File: src/rtl/mode_ctrl_pkg.sv
// Purpose: Shared constants and types for the transceiver mode controller
// Assumes: 20 MHz ref_clk
// Notes:   Register map, timer figures and mode codes
package mode_ctrl_pkg;

	// ==========================================================
	// Clock and timers
	// ==========================================================
	localparam int unsigned CLK_HZ              = 20000000;
	localparam int unsigned SLEEP_ENTRY_US      = 50;      // Least go-to-sleep hold
	localparam int unsigned INACTIVITY_LIMIT_S  = 240;     // Fallback to sleep
	localparam int unsigned TX_DOM_TIMEOUT_US   = 1200;    // Longest dominant drive
	localparam longint unsigned SLEEP_ENTRY_CYC =
		(longint'(SLEEP_ENTRY_US) * CLK_HZ + 999999) / 1000000;
	localparam longint unsigned INACTIVITY_CYC  = longint'(INACTIVITY_LIMIT_S) * CLK_HZ;
	localparam longint unsigned TX_DOM_CYC      =
		longint'(TX_DOM_TIMEOUT_US) * CLK_HZ / 1000000;
	localparam int unsigned CNT_W               = 33;

	// ==========================================================
	// Register map
	// ==========================================================
	localparam logic [11:0] OFF_CTRL     = 12'h000;
	localparam logic [11:0] OFF_STATUS   = 12'h004;
	localparam logic [11:0] OFF_IRQ_STAT = 12'h008;
	localparam logic [11:0] OFF_IRQ_EN   = 12'h00c;
	localparam logic [11:0] OFF_IRQ_CLR  = 12'h010;

	localparam int unsigned CTRL_STB_BIT  = 0;
	localparam int unsigned CTRL_SEL_BIT  = 1;
	localparam int unsigned CTRL_OVR_BIT  = 2;
	localparam logic [2:0]  CTRL_RESET    = 3'h0;

	// Event bit positions in irq status/enable/clear registers
	localparam int unsigned EV_MODE   = 0;
	localparam int unsigned EV_WAKE   = 1;
	localparam int unsigned EV_TXDTO  = 2;
	localparam int unsigned EV_FALLBK = 3;
	localparam int unsigned EV_W      = 4;

	typedef enum logic [2:0] {
		MODE_OFF     = 3'b000,
		MODE_NORMAL  = 3'b001,
		MODE_SILENT  = 3'b010,
		MODE_STANDBY = 3'b011,
		MODE_GOSLEEP = 3'b100,
		MODE_SLEEP   = 3'b101
	} mode_e;

endpackage : mode_ctrl_pkg

File: src/rtl/sync2.sv
// Purpose: Two-flop synchroniser for a bundle of pin levels
// Assumes: Inputs asynchronous to ref_clk
// Notes:   First stage feeds only the second
`timescale 1ns/1ps
module sync2 #(
	parameter int unsigned W = 1
) (
	input  wire logic         ref_clk,
	input  wire logic         srst,
	input  wire logic [W-1:0] async_in,
	input  wire logic [W-1:0] reset_val,
	output logic      [W-1:0] sync_out
);
	typedef struct packed {
		logic [W-1:0] meta;
		logic [W-1:0] stable;
	} sync_s;

	sync_s state;
	sync_s next_state;

	// Shift the stages
	always_comb begin
		next_state.meta   = async_in;
		next_state.stable = state.meta;
		if (srst) begin
			next_state.meta   = reset_val;
			next_state.stable = reset_val;
		end
	end

	// Register stage pair
	always_ff @(posedge ref_clk) begin
		state <= next_state;
	end

	assign sync_out = state.stable;
endmodule : sync2

File: src/rtl/mode_ctrl.sv
// Purpose: Operating-mode controller of a CAN FD transceiver
// Assumes: 20 MHz ref_clk, synchronous active-high srst, APB slave
// Notes:   Pin levels pass through sync2 before use
`timescale 1ns/1ps
module mode_ctrl #(
	parameter longint unsigned SLEEP_ENTRY_CNT = mode_ctrl_pkg::SLEEP_ENTRY_CYC,
	parameter longint unsigned INACTIVITY_CNT  = mode_ctrl_pkg::INACTIVITY_CYC,
	parameter longint unsigned TX_DOM_CNT      = mode_ctrl_pkg::TX_DOM_CYC
) (
	input  wire logic        ref_clk,
	input  wire logic        srst,
	// APB
	input  wire logic        psel,
	input  wire logic        penable,
	input  wire logic        pwrite,
	input  wire logic [11:0] paddr,
	input  wire logic [31:0] pwdata,
	output logic      [31:0] prdata,
	output logic             pready,
	output logic             pslverr,
	// Pins and status inputs
	input  wire logic        standby_bar_pin,
	input  wire logic        mode_select_pin,
	input  wire logic        txd_pin,
	input  wire logic        bus_rx,
	input  wire logic        bus_wake,
	input  wire logic        local_wake_event,
	input  wire logic        battery_undervoltage,
	input  wire logic        core_supply_undervoltage,
	input  wire logic        io_supply_undervoltage,
	input  wire logic        local_failure,
	// Outputs
	output logic             driver_en,
	output logic             driver_tx,
	output logic             receiver_en,
	output logic             monitor_en,
	output logic             rxd_out,
	output logic             rxd_oe,
	output logic             system_supply_switch,
	output logic             system_supply_switch_oe,
	output logic             fault_indicator_pin,
	output logic             irq
);
	localparam int unsigned EW = mode_ctrl_pkg::EV_W;
	localparam int unsigned CW = mode_ctrl_pkg::CNT_W;

	// ==========================================================
	// Pin synchronisers
	// ==========================================================
	logic [9:0] pins;
	sync2 #(.W(10)) u_sync (
		.ref_clk   (ref_clk),
		.srst      (srst),
		.async_in  ({standby_bar_pin, mode_select_pin, txd_pin, bus_rx, bus_wake,
			local_wake_event, battery_undervoltage, core_supply_undervoltage,
			io_supply_undervoltage, local_failure}),
		.reset_val (10'h080),
		.sync_out  (pins)
	);
	logic s_stb, s_sel, s_txd, s_rx, s_bwake, s_lwake;
	logic s_uvbat, s_uvcore, s_uvlogic, s_lfail;
	assign {s_stb, s_sel, s_txd, s_rx, s_bwake, s_lwake, s_uvbat, s_uvcore, s_uvlogic,
		s_lfail} = pins;

	// ==========================================================
	// State
	// ==========================================================
	typedef struct packed {
		mode_ctrl_pkg::mode_e mode;
		logic                 wake_request_flag;
		logic                 power_up_flag;
		logic                 fallback_run;
		logic [CW-1:0]        sleep_fallback_timer;
		logic [CW-1:0]        sleep_entry_cnt;
		logic [CW-1:0]        dom_cnt;
		logic                 dom_lock;
		logic                 stb_prev;
		logic [2:0]           ctrl;
		logic [EW-1:0]        irq_stat;
		logic [EW-1:0]        irq_en;
		logic [31:0]          rdata;
	} state_s;

	state_s state;
	state_s next_state;

	logic eff_stb, eff_sel, wr_acc, rd_acc, entry_done, fb_done, dom_done;

	// Effective mode request: control register may override pins
	assign eff_stb    = state.ctrl[mode_ctrl_pkg::CTRL_OVR_BIT] ?
		state.ctrl[mode_ctrl_pkg::CTRL_STB_BIT] : s_stb;
	assign eff_sel    = state.ctrl[mode_ctrl_pkg::CTRL_OVR_BIT] ?
		state.ctrl[mode_ctrl_pkg::CTRL_SEL_BIT] : s_sel;
	assign wr_acc     = psel && penable && pwrite;
	assign rd_acc     = psel && !penable && !pwrite;
	assign entry_done = state.sleep_entry_cnt >= CW'(SLEEP_ENTRY_CNT - 1);
	assign fb_done    = state.sleep_fallback_timer >= CW'(INACTIVITY_CNT - 1);
	assign dom_done   = state.dom_cnt >= CW'(TX_DOM_CNT - 1);

	// Next state
	always_comb begin
		logic [EW-1:0] ev;
		mode_ctrl_pkg::mode_e nm;
		ev = '0;
		nm = state.mode;
		next_state = state;
		next_state.stb_prev = eff_stb;
		if (s_uvbat) begin
			nm = mode_ctrl_pkg::MODE_OFF;
		end else begin
			unique case (state.mode)
				mode_ctrl_pkg::MODE_OFF: begin
					nm = mode_ctrl_pkg::MODE_STANDBY;
				end
				mode_ctrl_pkg::MODE_SLEEP: begin
					if (s_bwake || s_lwake || (eff_stb && !state.stb_prev))
						nm = mode_ctrl_pkg::MODE_STANDBY;
				end
				default: begin
					if (eff_stb && eff_sel) nm = mode_ctrl_pkg::MODE_NORMAL;
					else if (eff_stb) nm = mode_ctrl_pkg::MODE_SILENT;
					else if (!eff_sel || state.wake_request_flag)
						nm = mode_ctrl_pkg::MODE_STANDBY;
					else nm = mode_ctrl_pkg::MODE_GOSLEEP;
					if (state.mode == mode_ctrl_pkg::MODE_GOSLEEP &&
						nm == mode_ctrl_pkg::MODE_GOSLEEP && entry_done)
						nm = mode_ctrl_pkg::MODE_SLEEP;
					if (state.fallback_run && fb_done &&
						nm != mode_ctrl_pkg::MODE_NORMAL)
						nm = mode_ctrl_pkg::MODE_SLEEP;
					if (s_uvcore || s_uvlogic) nm = mode_ctrl_pkg::MODE_STANDBY;
				end
			endcase
		end
		next_state.mode = nm;
		if (nm != state.mode) ev[mode_ctrl_pkg::EV_MODE] = 1'b1;
		// Sleep-entry timer
		if (state.mode == mode_ctrl_pkg::MODE_GOSLEEP && nm == mode_ctrl_pkg::MODE_GOSLEEP)
			next_state.sleep_entry_cnt = state.sleep_entry_cnt + 1'b1;
		else
			next_state.sleep_entry_cnt = '0;
		// fallback timer runs in standby and silent after standby
		if (nm == mode_ctrl_pkg::MODE_STANDBY) next_state.fallback_run = 1'b1;
		else if (nm != mode_ctrl_pkg::MODE_SILENT) next_state.fallback_run = 1'b0;
		if (state.fallback_run && nm != mode_ctrl_pkg::MODE_NORMAL)
			next_state.sleep_fallback_timer = state.sleep_fallback_timer + 1'b1;
		if (nm == mode_ctrl_pkg::MODE_NORMAL || !next_state.fallback_run)
			next_state.sleep_fallback_timer = '0;
		if (state.fallback_run && fb_done) ev[mode_ctrl_pkg::EV_FALLBK] = 1'b1;
		// Wake flag set wins over clear
		if (nm == mode_ctrl_pkg::MODE_NORMAL && state.mode != mode_ctrl_pkg::MODE_NORMAL) begin
			next_state.wake_request_flag = 1'b0;
			next_state.power_up_flag     = 1'b0;
		end
		if ((s_bwake || s_lwake) && state.mode inside {mode_ctrl_pkg::MODE_STANDBY,
			mode_ctrl_pkg::MODE_SLEEP, mode_ctrl_pkg::MODE_GOSLEEP}) begin
			next_state.wake_request_flag = 1'b1;
			ev[mode_ctrl_pkg::EV_WAKE] = 1'b1;
		end
		if (s_txd || state.mode != mode_ctrl_pkg::MODE_NORMAL) begin
			next_state.dom_cnt  = '0;
			next_state.dom_lock = 1'b0;
		end else if (dom_done) begin
			next_state.dom_lock = 1'b1;
			if (!state.dom_lock) ev[mode_ctrl_pkg::EV_TXDTO] = 1'b1;
		end else begin
			next_state.dom_cnt = state.dom_cnt + 1'b1;
		end
		// APB writes; hardware set wins over clear
		if (wr_acc) begin
			unique case (paddr)
				mode_ctrl_pkg::OFF_CTRL:   next_state.ctrl   = pwdata[2:0];
				mode_ctrl_pkg::OFF_IRQ_EN: next_state.irq_en = pwdata[EW-1:0];
				mode_ctrl_pkg::OFF_IRQ_CLR:
					next_state.irq_stat = state.irq_stat & ~pwdata[EW-1:0];
				default: ;
			endcase
		end
		next_state.irq_stat = next_state.irq_stat | ev;
		// APB read data captured in setup
		if (rd_acc) begin
			unique case (paddr)
				mode_ctrl_pkg::OFF_CTRL:     next_state.rdata = {29'h0, state.ctrl};
				mode_ctrl_pkg::OFF_STATUS:   next_state.rdata = {24'h0, state.dom_lock,
					state.power_up_flag, state.wake_request_flag, state.fallback_run,
					1'b0, state.mode};
				mode_ctrl_pkg::OFF_IRQ_STAT: next_state.rdata = {28'h0, state.irq_stat};
				mode_ctrl_pkg::OFF_IRQ_EN:   next_state.rdata = {28'h0, state.irq_en};
				default:                     next_state.rdata = 32'h0;
			endcase
		end
		if (srst) begin
			next_state = '0;
			next_state.mode          = mode_ctrl_pkg::MODE_OFF;
			next_state.power_up_flag = 1'b1;
			next_state.ctrl          = mode_ctrl_pkg::CTRL_RESET;
		end
	end

	// Register state
	always_ff @(posedge ref_clk) begin
		state <= next_state;
	end

	// ==========================================================
	// Outputs
	// ==========================================================
	logic m_norm, m_sil, m_stby, m_gts, m_slp;
	assign m_norm = state.mode == mode_ctrl_pkg::MODE_NORMAL;
	assign m_sil  = state.mode == mode_ctrl_pkg::MODE_SILENT;
	assign m_stby = state.mode == mode_ctrl_pkg::MODE_STANDBY;
	assign m_gts  = state.mode == mode_ctrl_pkg::MODE_GOSLEEP;
	assign m_slp  = state.mode == mode_ctrl_pkg::MODE_SLEEP;

	assign driver_en   = m_norm && !state.dom_lock;
	assign driver_tx   = s_txd;
	assign receiver_en = m_norm || m_sil;
	assign monitor_en  = m_stby || m_gts || m_slp;
	assign rxd_oe  = !s_uvlogic && (receiver_en || monitor_en);
	assign rxd_out = receiver_en ? s_rx : !(m_stby && state.wake_request_flag);
	// supply switch, released in sleep and off
	assign system_supply_switch    = 1'b1;
	assign system_supply_switch_oe = m_norm || m_sil || m_stby || m_gts;
	// fault indicator active low in silent
	assign fault_indicator_pin = !(m_sil && (state.power_up_flag || s_lfail));
	assign irq     = |(state.irq_stat & state.irq_en);
	assign prdata  = state.rdata;
	assign pready  = 1'b1;
	assign pslverr = 1'b0;
endmodule : mode_ctrl

File: config.mk
export PLATFORM = sky130hd
export DESIGN_NAME = mode_ctrl
export DESIGN_NICKNAME = d
export VERILOG_FILES = /design/src/rtl/mode_ctrl_pkg.sv /design/src/rtl/sync2.sv /design/src/rtl/mode_ctrl.sv
export SDC_FILE = /design/constraint.sdc
export NUM_CORES = 1
export LEC_CHECK = 0
export BUFFER_PORTS_ARGS = -buffer_cell sky130_fd_sc_hd__buf_2
export CAP_MARGIN = 40
export CORE_UTILIZATION = 55
export DETAILED_ROUTE_END_ITERATION = 10
export PLACE_DENSITY = 0.82
export SETUP_SLACK_MARGIN = 0.15
export SYNTH_ARGS = -nofsm -noshare
export SYNTH_HDL_FRONTEND = slang
export SYNTH_SLANG_ARGS = --single-unit
export TNS_END_PERCENT = 50
File: constraint.sdc
create_clock -name ref_clk -period 3.8 [get_ports ref_clk]
set_clock_uncertainty 0.2 [all_clocks]
set_input_delay 0.19 -clock ref_clk [delete_from_list [all_inputs] [get_ports ref_clk]]
set_output_delay 0.19 -clock ref_clk [all_outputs]
set_load 0.005 [all_outputs]
# Word-level counts from Yosys, hierarchy flattened
# Index checks and enable logic that the tools add are counted.
[word_totals]
register_bits = 170
inputBits = 59
out_inout_bits = 44
wordCells = 125
[classes]
addsub = 3
order_cmp = 3
eq_ne = 18
mux = 30
bitwise_logic = 5
reduce_logical = 51
[ops]
columns = ["cell", "count"]
rows = [
  ["33-bit by 1-bit adder with 33-bit output (second input constant)", 3],
  ["3-bit two-way mux", 12],
  ["33-bit by 10-bit greater-or-equal comparator with 1-bit output (second input constant)", 1],
  ["33-bit by 15-bit greater-or-equal comparator with 1-bit output (second input constant)", 1],
  ["33-bit greater-or-equal comparator (second input constant)", 1],
  ["8-bit one-hot mux with 4 select lines", 1],
  ["12-bit by 4-bit == test with 1-bit output (second input constant)", 2],
  ["1-bit logical AND", 18],
  ["1-bit logical OR", 13],
  ["12-bit by 3-bit == test with 1-bit output (second input constant)", 1],
  ["12-bit by 5-bit == test with 1-bit output (second input constant)", 1],
  ["3-bit == test (second input constant)", 4],
  ["12-bit logical NOT", 1],
  ["1-bit two-way mux", 12],
  ["3-bit by 2-bit == test with 1-bit output (second input constant)", 3],
  ["1-bit logical NOT", 9],
  ["3-bit by 1-bit inequality test with 1-bit output (second input constant)", 3],
  ["4-bit bitwise AND", 2],
  ["4-bit two-way mux", 2],
  ["8-bit two-way mux", 1],
  ["2-bit OR reduction", 4],
  ["3-bit by 1-bit == test with 1-bit output (second input constant)", 2],
  ["3-bit one-hot mux with 2 select lines", 1],
  ["4-bit NOT", 1],
  ["10 further kinds", 11],
]

# Longest topological paths before layout
[logic_depth]
depth_word = 26
mapped_depth = 11
mapped_depth_nobuf = 9

# By module
# Synthesis repeated with hierarchy kept, for this count alone.
[hier_totals]
cells_unflattened = 696
area_unflattened_um2 = 6437.4
[by_module_without_submodules]
columns = ["module", "n_inst", "cells_per_inst", "area_each_um2"]
rows = [
  ["mode_ctrl", 1, 644, 5639.2],
  ["sync2", 1, 52, 798.3],
]

# Worst setup path before layout
# No wires, ideal clock.
[synth_timing]
path_kind = "reg-to-reg"
start = "register state[126] (netlist name)"
end = "register state[114] (netlist name)"
t_arrival_ns = 2.363
t_required_ns = 3.472
path_slack_ns = 1.109
path_stages_with_launch = 11
cell_sequence = "dfxtp_1 > or4_4 > a21oi_2 > o311ai_1 > or2_4 > a221o_1 > o21ai_2 > buf_6 > buf_6 > xor2_1 > nor2_1"
[synth_between]
elab_chain_cells = 13
elab_cells_between_ends = 17
cone_classes = "order compare (1); eq/ne (4); mux (6); reduce/logical (6)"
[synth_rtl]
columns = ["element", "line_no", "source"]
rows = [
  ["from (decl)", "mode_ctrl.sv:84", "state_s state;"],
  ["from (signal assigned)", "mode_ctrl.sv:202", "state <= next_state;"],
  ["33-bit greater-or-equal comparator (*)", "mode_ctrl.sv:97", "assign fb_done = state.sleep_fallback_timer >= CW'(INACTIVITY_CNT - 1);"],
  ["1-bit logical AND (*) (2 in series)", "mode_ctrl.sv:128", "if (state.fallback_run && fb_done &&"],
  ["3-bit two-way mux (*)", "mode_ctrl.sv:128", ""],
  ["3-bit two-way mux (*)", "mode_ctrl.sv:131", "if (s_uvcore || s_uvlogic) nm = mode_ctrl_pkg::MODE_STANDBY;"],
  ["3-bit one-hot mux with 2 select lines (*)", "mode_ctrl.sv:111", "unique case (state.mode)"],
  ["3-bit two-way mux (*)", "mode_ctrl.sv:108", "if (s_uvbat) begin"],
  ["3-bit by 2-bit inequality test with 1-bit output", "mode_ctrl.sv:144", "else if (nm != mode_ctrl_pkg::MODE_SILENT) next_state.fallback_run = 1'b0;"],
  ["1-bit two-way mux", "mode_ctrl.sv:144", ""],
  ["1-bit two-way mux", "mode_ctrl.sv:143", "if (nm == mode_ctrl_pkg::MODE_STANDBY) next_state.fallback_run = 1'b1;"],
  ["1-bit logical NOT", "mode_ctrl.sv:147", "if (nm == mode_ctrl_pkg::MODE_NORMAL || !next_state.fallback_run)"],
  ["1-bit logical OR", "mode_ctrl.sv:147", ""],
  ["2-bit OR reduction (no line)", "--", ""],
]
# Every way passes the cells marked *; elsewhere a longest branch is shown, timed or not.
# A chain may end at the register's enable or synchronous reset.

# Worst setup path in the final report
[layout_timing]
start = "register state[114] (netlist name)"
end = "register state[112] (netlist name)"
# Same word-level chain as after synthesis.

==> run metrics <==
Critical Path AT=3.60 ns; Slew @ Worst Pin=0.9565 ns; distinct cell type count after synthesis=58; P_leak=2.709 nW; Slew Viols, Final=0; placed insts=858; layout cell share with drive strength beyond 1=0.1332; WP buf/inv=2; GR Util All Layers=0.2442; Util after Layout=0.6642; most frequent cell after synthesis=dfxtp_1; warnings from Yosys=0; CP max FO=33; pin count of the biggest net entering global routing=49; post-synthesis compound-gate area fraction=0.1281; Net count, final=822; post-synth top area share=0.4736; FMAX=295.2 MHz; n_diodes=0; Synth async-reset ratio=0; adder-cell share of the synthesized area=0.006083; Worst path top cell family by delay=simple AND/OR/NAND/NOR gates; minimum clock period=3.388 ns; Post-DP Area=6406 um2; vias post-DR=5,129; detailed placer's ending HPWL=8544 um; row count=38; initial antenna violation count=0; sequential share of the synthesized area=0.4736; die width=107.9 um; Post-synth top cells=dfxtp_1, nor2_1, nand2_1, a21oi_1, buf_4; Post-Synth Simple-Gate Area=0.2453; Tcrit/Tclk final=0.8916; MaxCap Viol Count=0; Peak VDD IR=0.0004363 V; Slowest-stage cell, CP=o21ai_1; DRT Pass-1 Iters=5; Worst Setup Path Type=flop to flop; Syn-to-layout area delta=17.19%; fin cells=913; CTS HTree Levels=4; unrepaired setup endpoints after global routing=false; Setup Viol. Count Final=0; clock-pin slew of the registers on the worst-case setup and hold paths=0.06 ns; mux contribution to synthesized area=0.02879; post-synthesis area per instance=9.062 um2; type of origin of the critical path=flop; Setup Fix Bufs, Post-CTS=0; Synth area leaders=dfxtp_1, nor2_1, buf_4, a21oi_1, nand2_1; Crit. End Element=flop; routed len/inst=14.99 um; Post-Syn Area=6171 um2; worst hold-check path type=input port to flop; vias in the first global route=4,875; dominant synthesized flop cell=dfxtp_1; fill cell count=831; leading area contributor after synthesis=dfxtp_1; CTS tree=built; Post-synth EDFFs=0; CORE AREA=10,890 um2; drt drc=0; relative slew slack=0.3581; worst skew pair latency=0.53 ns; Synth Instances=681; total clock buffers created by CTS=17; largest family of logic cells by synthesized area=simple AND/OR/NAND/NOR gates; Placer Congestion=0.8320; root buf cell=clkbuf_8; initial DRC count=414; die footprint=11,650 um2; status=completed; first-pass GRT wire length=22,180 um; Hold Fails Final Rpt=0; clock sinks=146; IO Port Bufs=47; GRT overflow=0; Total Wirelength=13,680 um; Worst EP required=4.01 ns; initial core utilization=0.5668; I/O Pins=103; PD cells=473.9 nW/um2; XOR/XNOR Fraction of Synth Area=0.04542; worst path cell trace=and4_1 -> nand3_1 -> nor4b_4 -> o21ai_2 -> o21ai_1 -> or3_1 -> buf_4 -> inv_1 -> nand3_1 -> o21ai_1; sum of negative setup slack=0 ns; clock buffer depth=2; Routed Antenna Nets=0; post-synthesis register bit count=146; peak per-stage delay on the critical path=0.78 ns; die height=107.9 um; via/cell ratio=5.618; Final Instance Area=7232 um2
==> what timing repair did <==
action	CTS	global route
endpoints found under the hold margin	27	0
gates resized for setup	0	0
hold buffers	23	0
==> routing by layer <==
metal,track usage,vias up,routed length [um],part of all wire
met1,0.2738,2410,5588,0.41
met5,0,-,0,0
met2,0.4185,196,6872,0.50
li1,-,2469,-,-
met4,0.1507,0,561,0.041
met3,0.05751,54,661,0.048
==> worst min-delay path: stages <==
cell and delay [ns]:
buf_2 0.07, nor4_1 0.04, nand3_1 0.09, nor2_1 0.09, nand2_1 0.07, nand2_1 0.05
a21oi_1 0.12
==> area by class of cell <==
type	count	area, um2	area share
Clock buffer	19	421.7	0.05830
Clock inverter	13	173.9	0.02405
Inverter	11	41.29	0.005709
Multi-Input combinational cell	509	2994	0.4140
Sequential cell	146	2923	0.4042
Tap cell	140	175.2	0.02422
Timing Repair Buffer	75	503.0	0.06955
==> layout by cell type (no fill, tap or decap), types with 21 or more instances in the layout <==
cell	Yosys	layout
and2_1	24	24
dlygate4sd3_1	0	23
dfxtp_1	146	146
buf_2	3	47
nand2_1	47	47
a21oi_1	44	44
nor2b_1	21	21
nor2_1	74	74
or3_1	23	23
conb_1	2	50
nand3_1	32	32
==> worst paths after layout <==
path,startpoint,endpoint,slack [ns],cells after the start
worst max-delay path,state[114]$_SDFFE_PP0P_,state[112]$_SDFFE_PP0P_,0.41,10
worst min-delay path,paddr[8],state[39]$_SDFF_PP0_,0.04,7
worst max register to register,state[114]$_SDFFE_PP0P_,state[112]$_SDFFE_PP0P_,0.41,10
worst min register to register,u_sync.state[17]$_SDFF_PP1_,u_sync.sync_out[7]$_SDFF_PP1_,0.22,1
==> where the power goes <==
group	leakage (nW)	switching, W	internal [W]	total (W)
Clock	0.286	0.000661	0.00101	0.00168
Sequential	1.19	0.0000220	0.00156	0.00158
Combinational	1.23	0.0000971	0.0000704	0.000168
==> sequential cells by signal (all words and copies together), names as in the netlist <==
| name | count |
|---|---|
| prdata | 8 |
| u_sync.state | 10 |
| u_sync.sync_out | 10 |
| state | 118 |
==> cell families after synthesis <==
group / Yosys count
and+or+nand+nor: 291
DFF: 146
muxes: 14
AOI/OAI and AO/OA: 119
adders and majority gates: 3
other: 2
xor gates and xnor gates: 32
buffers and inverters: 74
==> stage by stage <==
step / setup slack (ns) / total power, W / hold WS [ns]
floorplan: 1.109 / 0.001729 / 0.09381
global placement: 0.5530 / 0.001755 / 0.1829
detailed placement: 0.4349 / 0.001762 / 0.1863
CTS: 0.3884 / 0.003441 / 0.01730
global route: 0.1967 / 0.003546 / 0.08213
finish: 0.4121 / 0.003427 / 0.04053
Note: power is estimated with default switching activity, not from simulation.
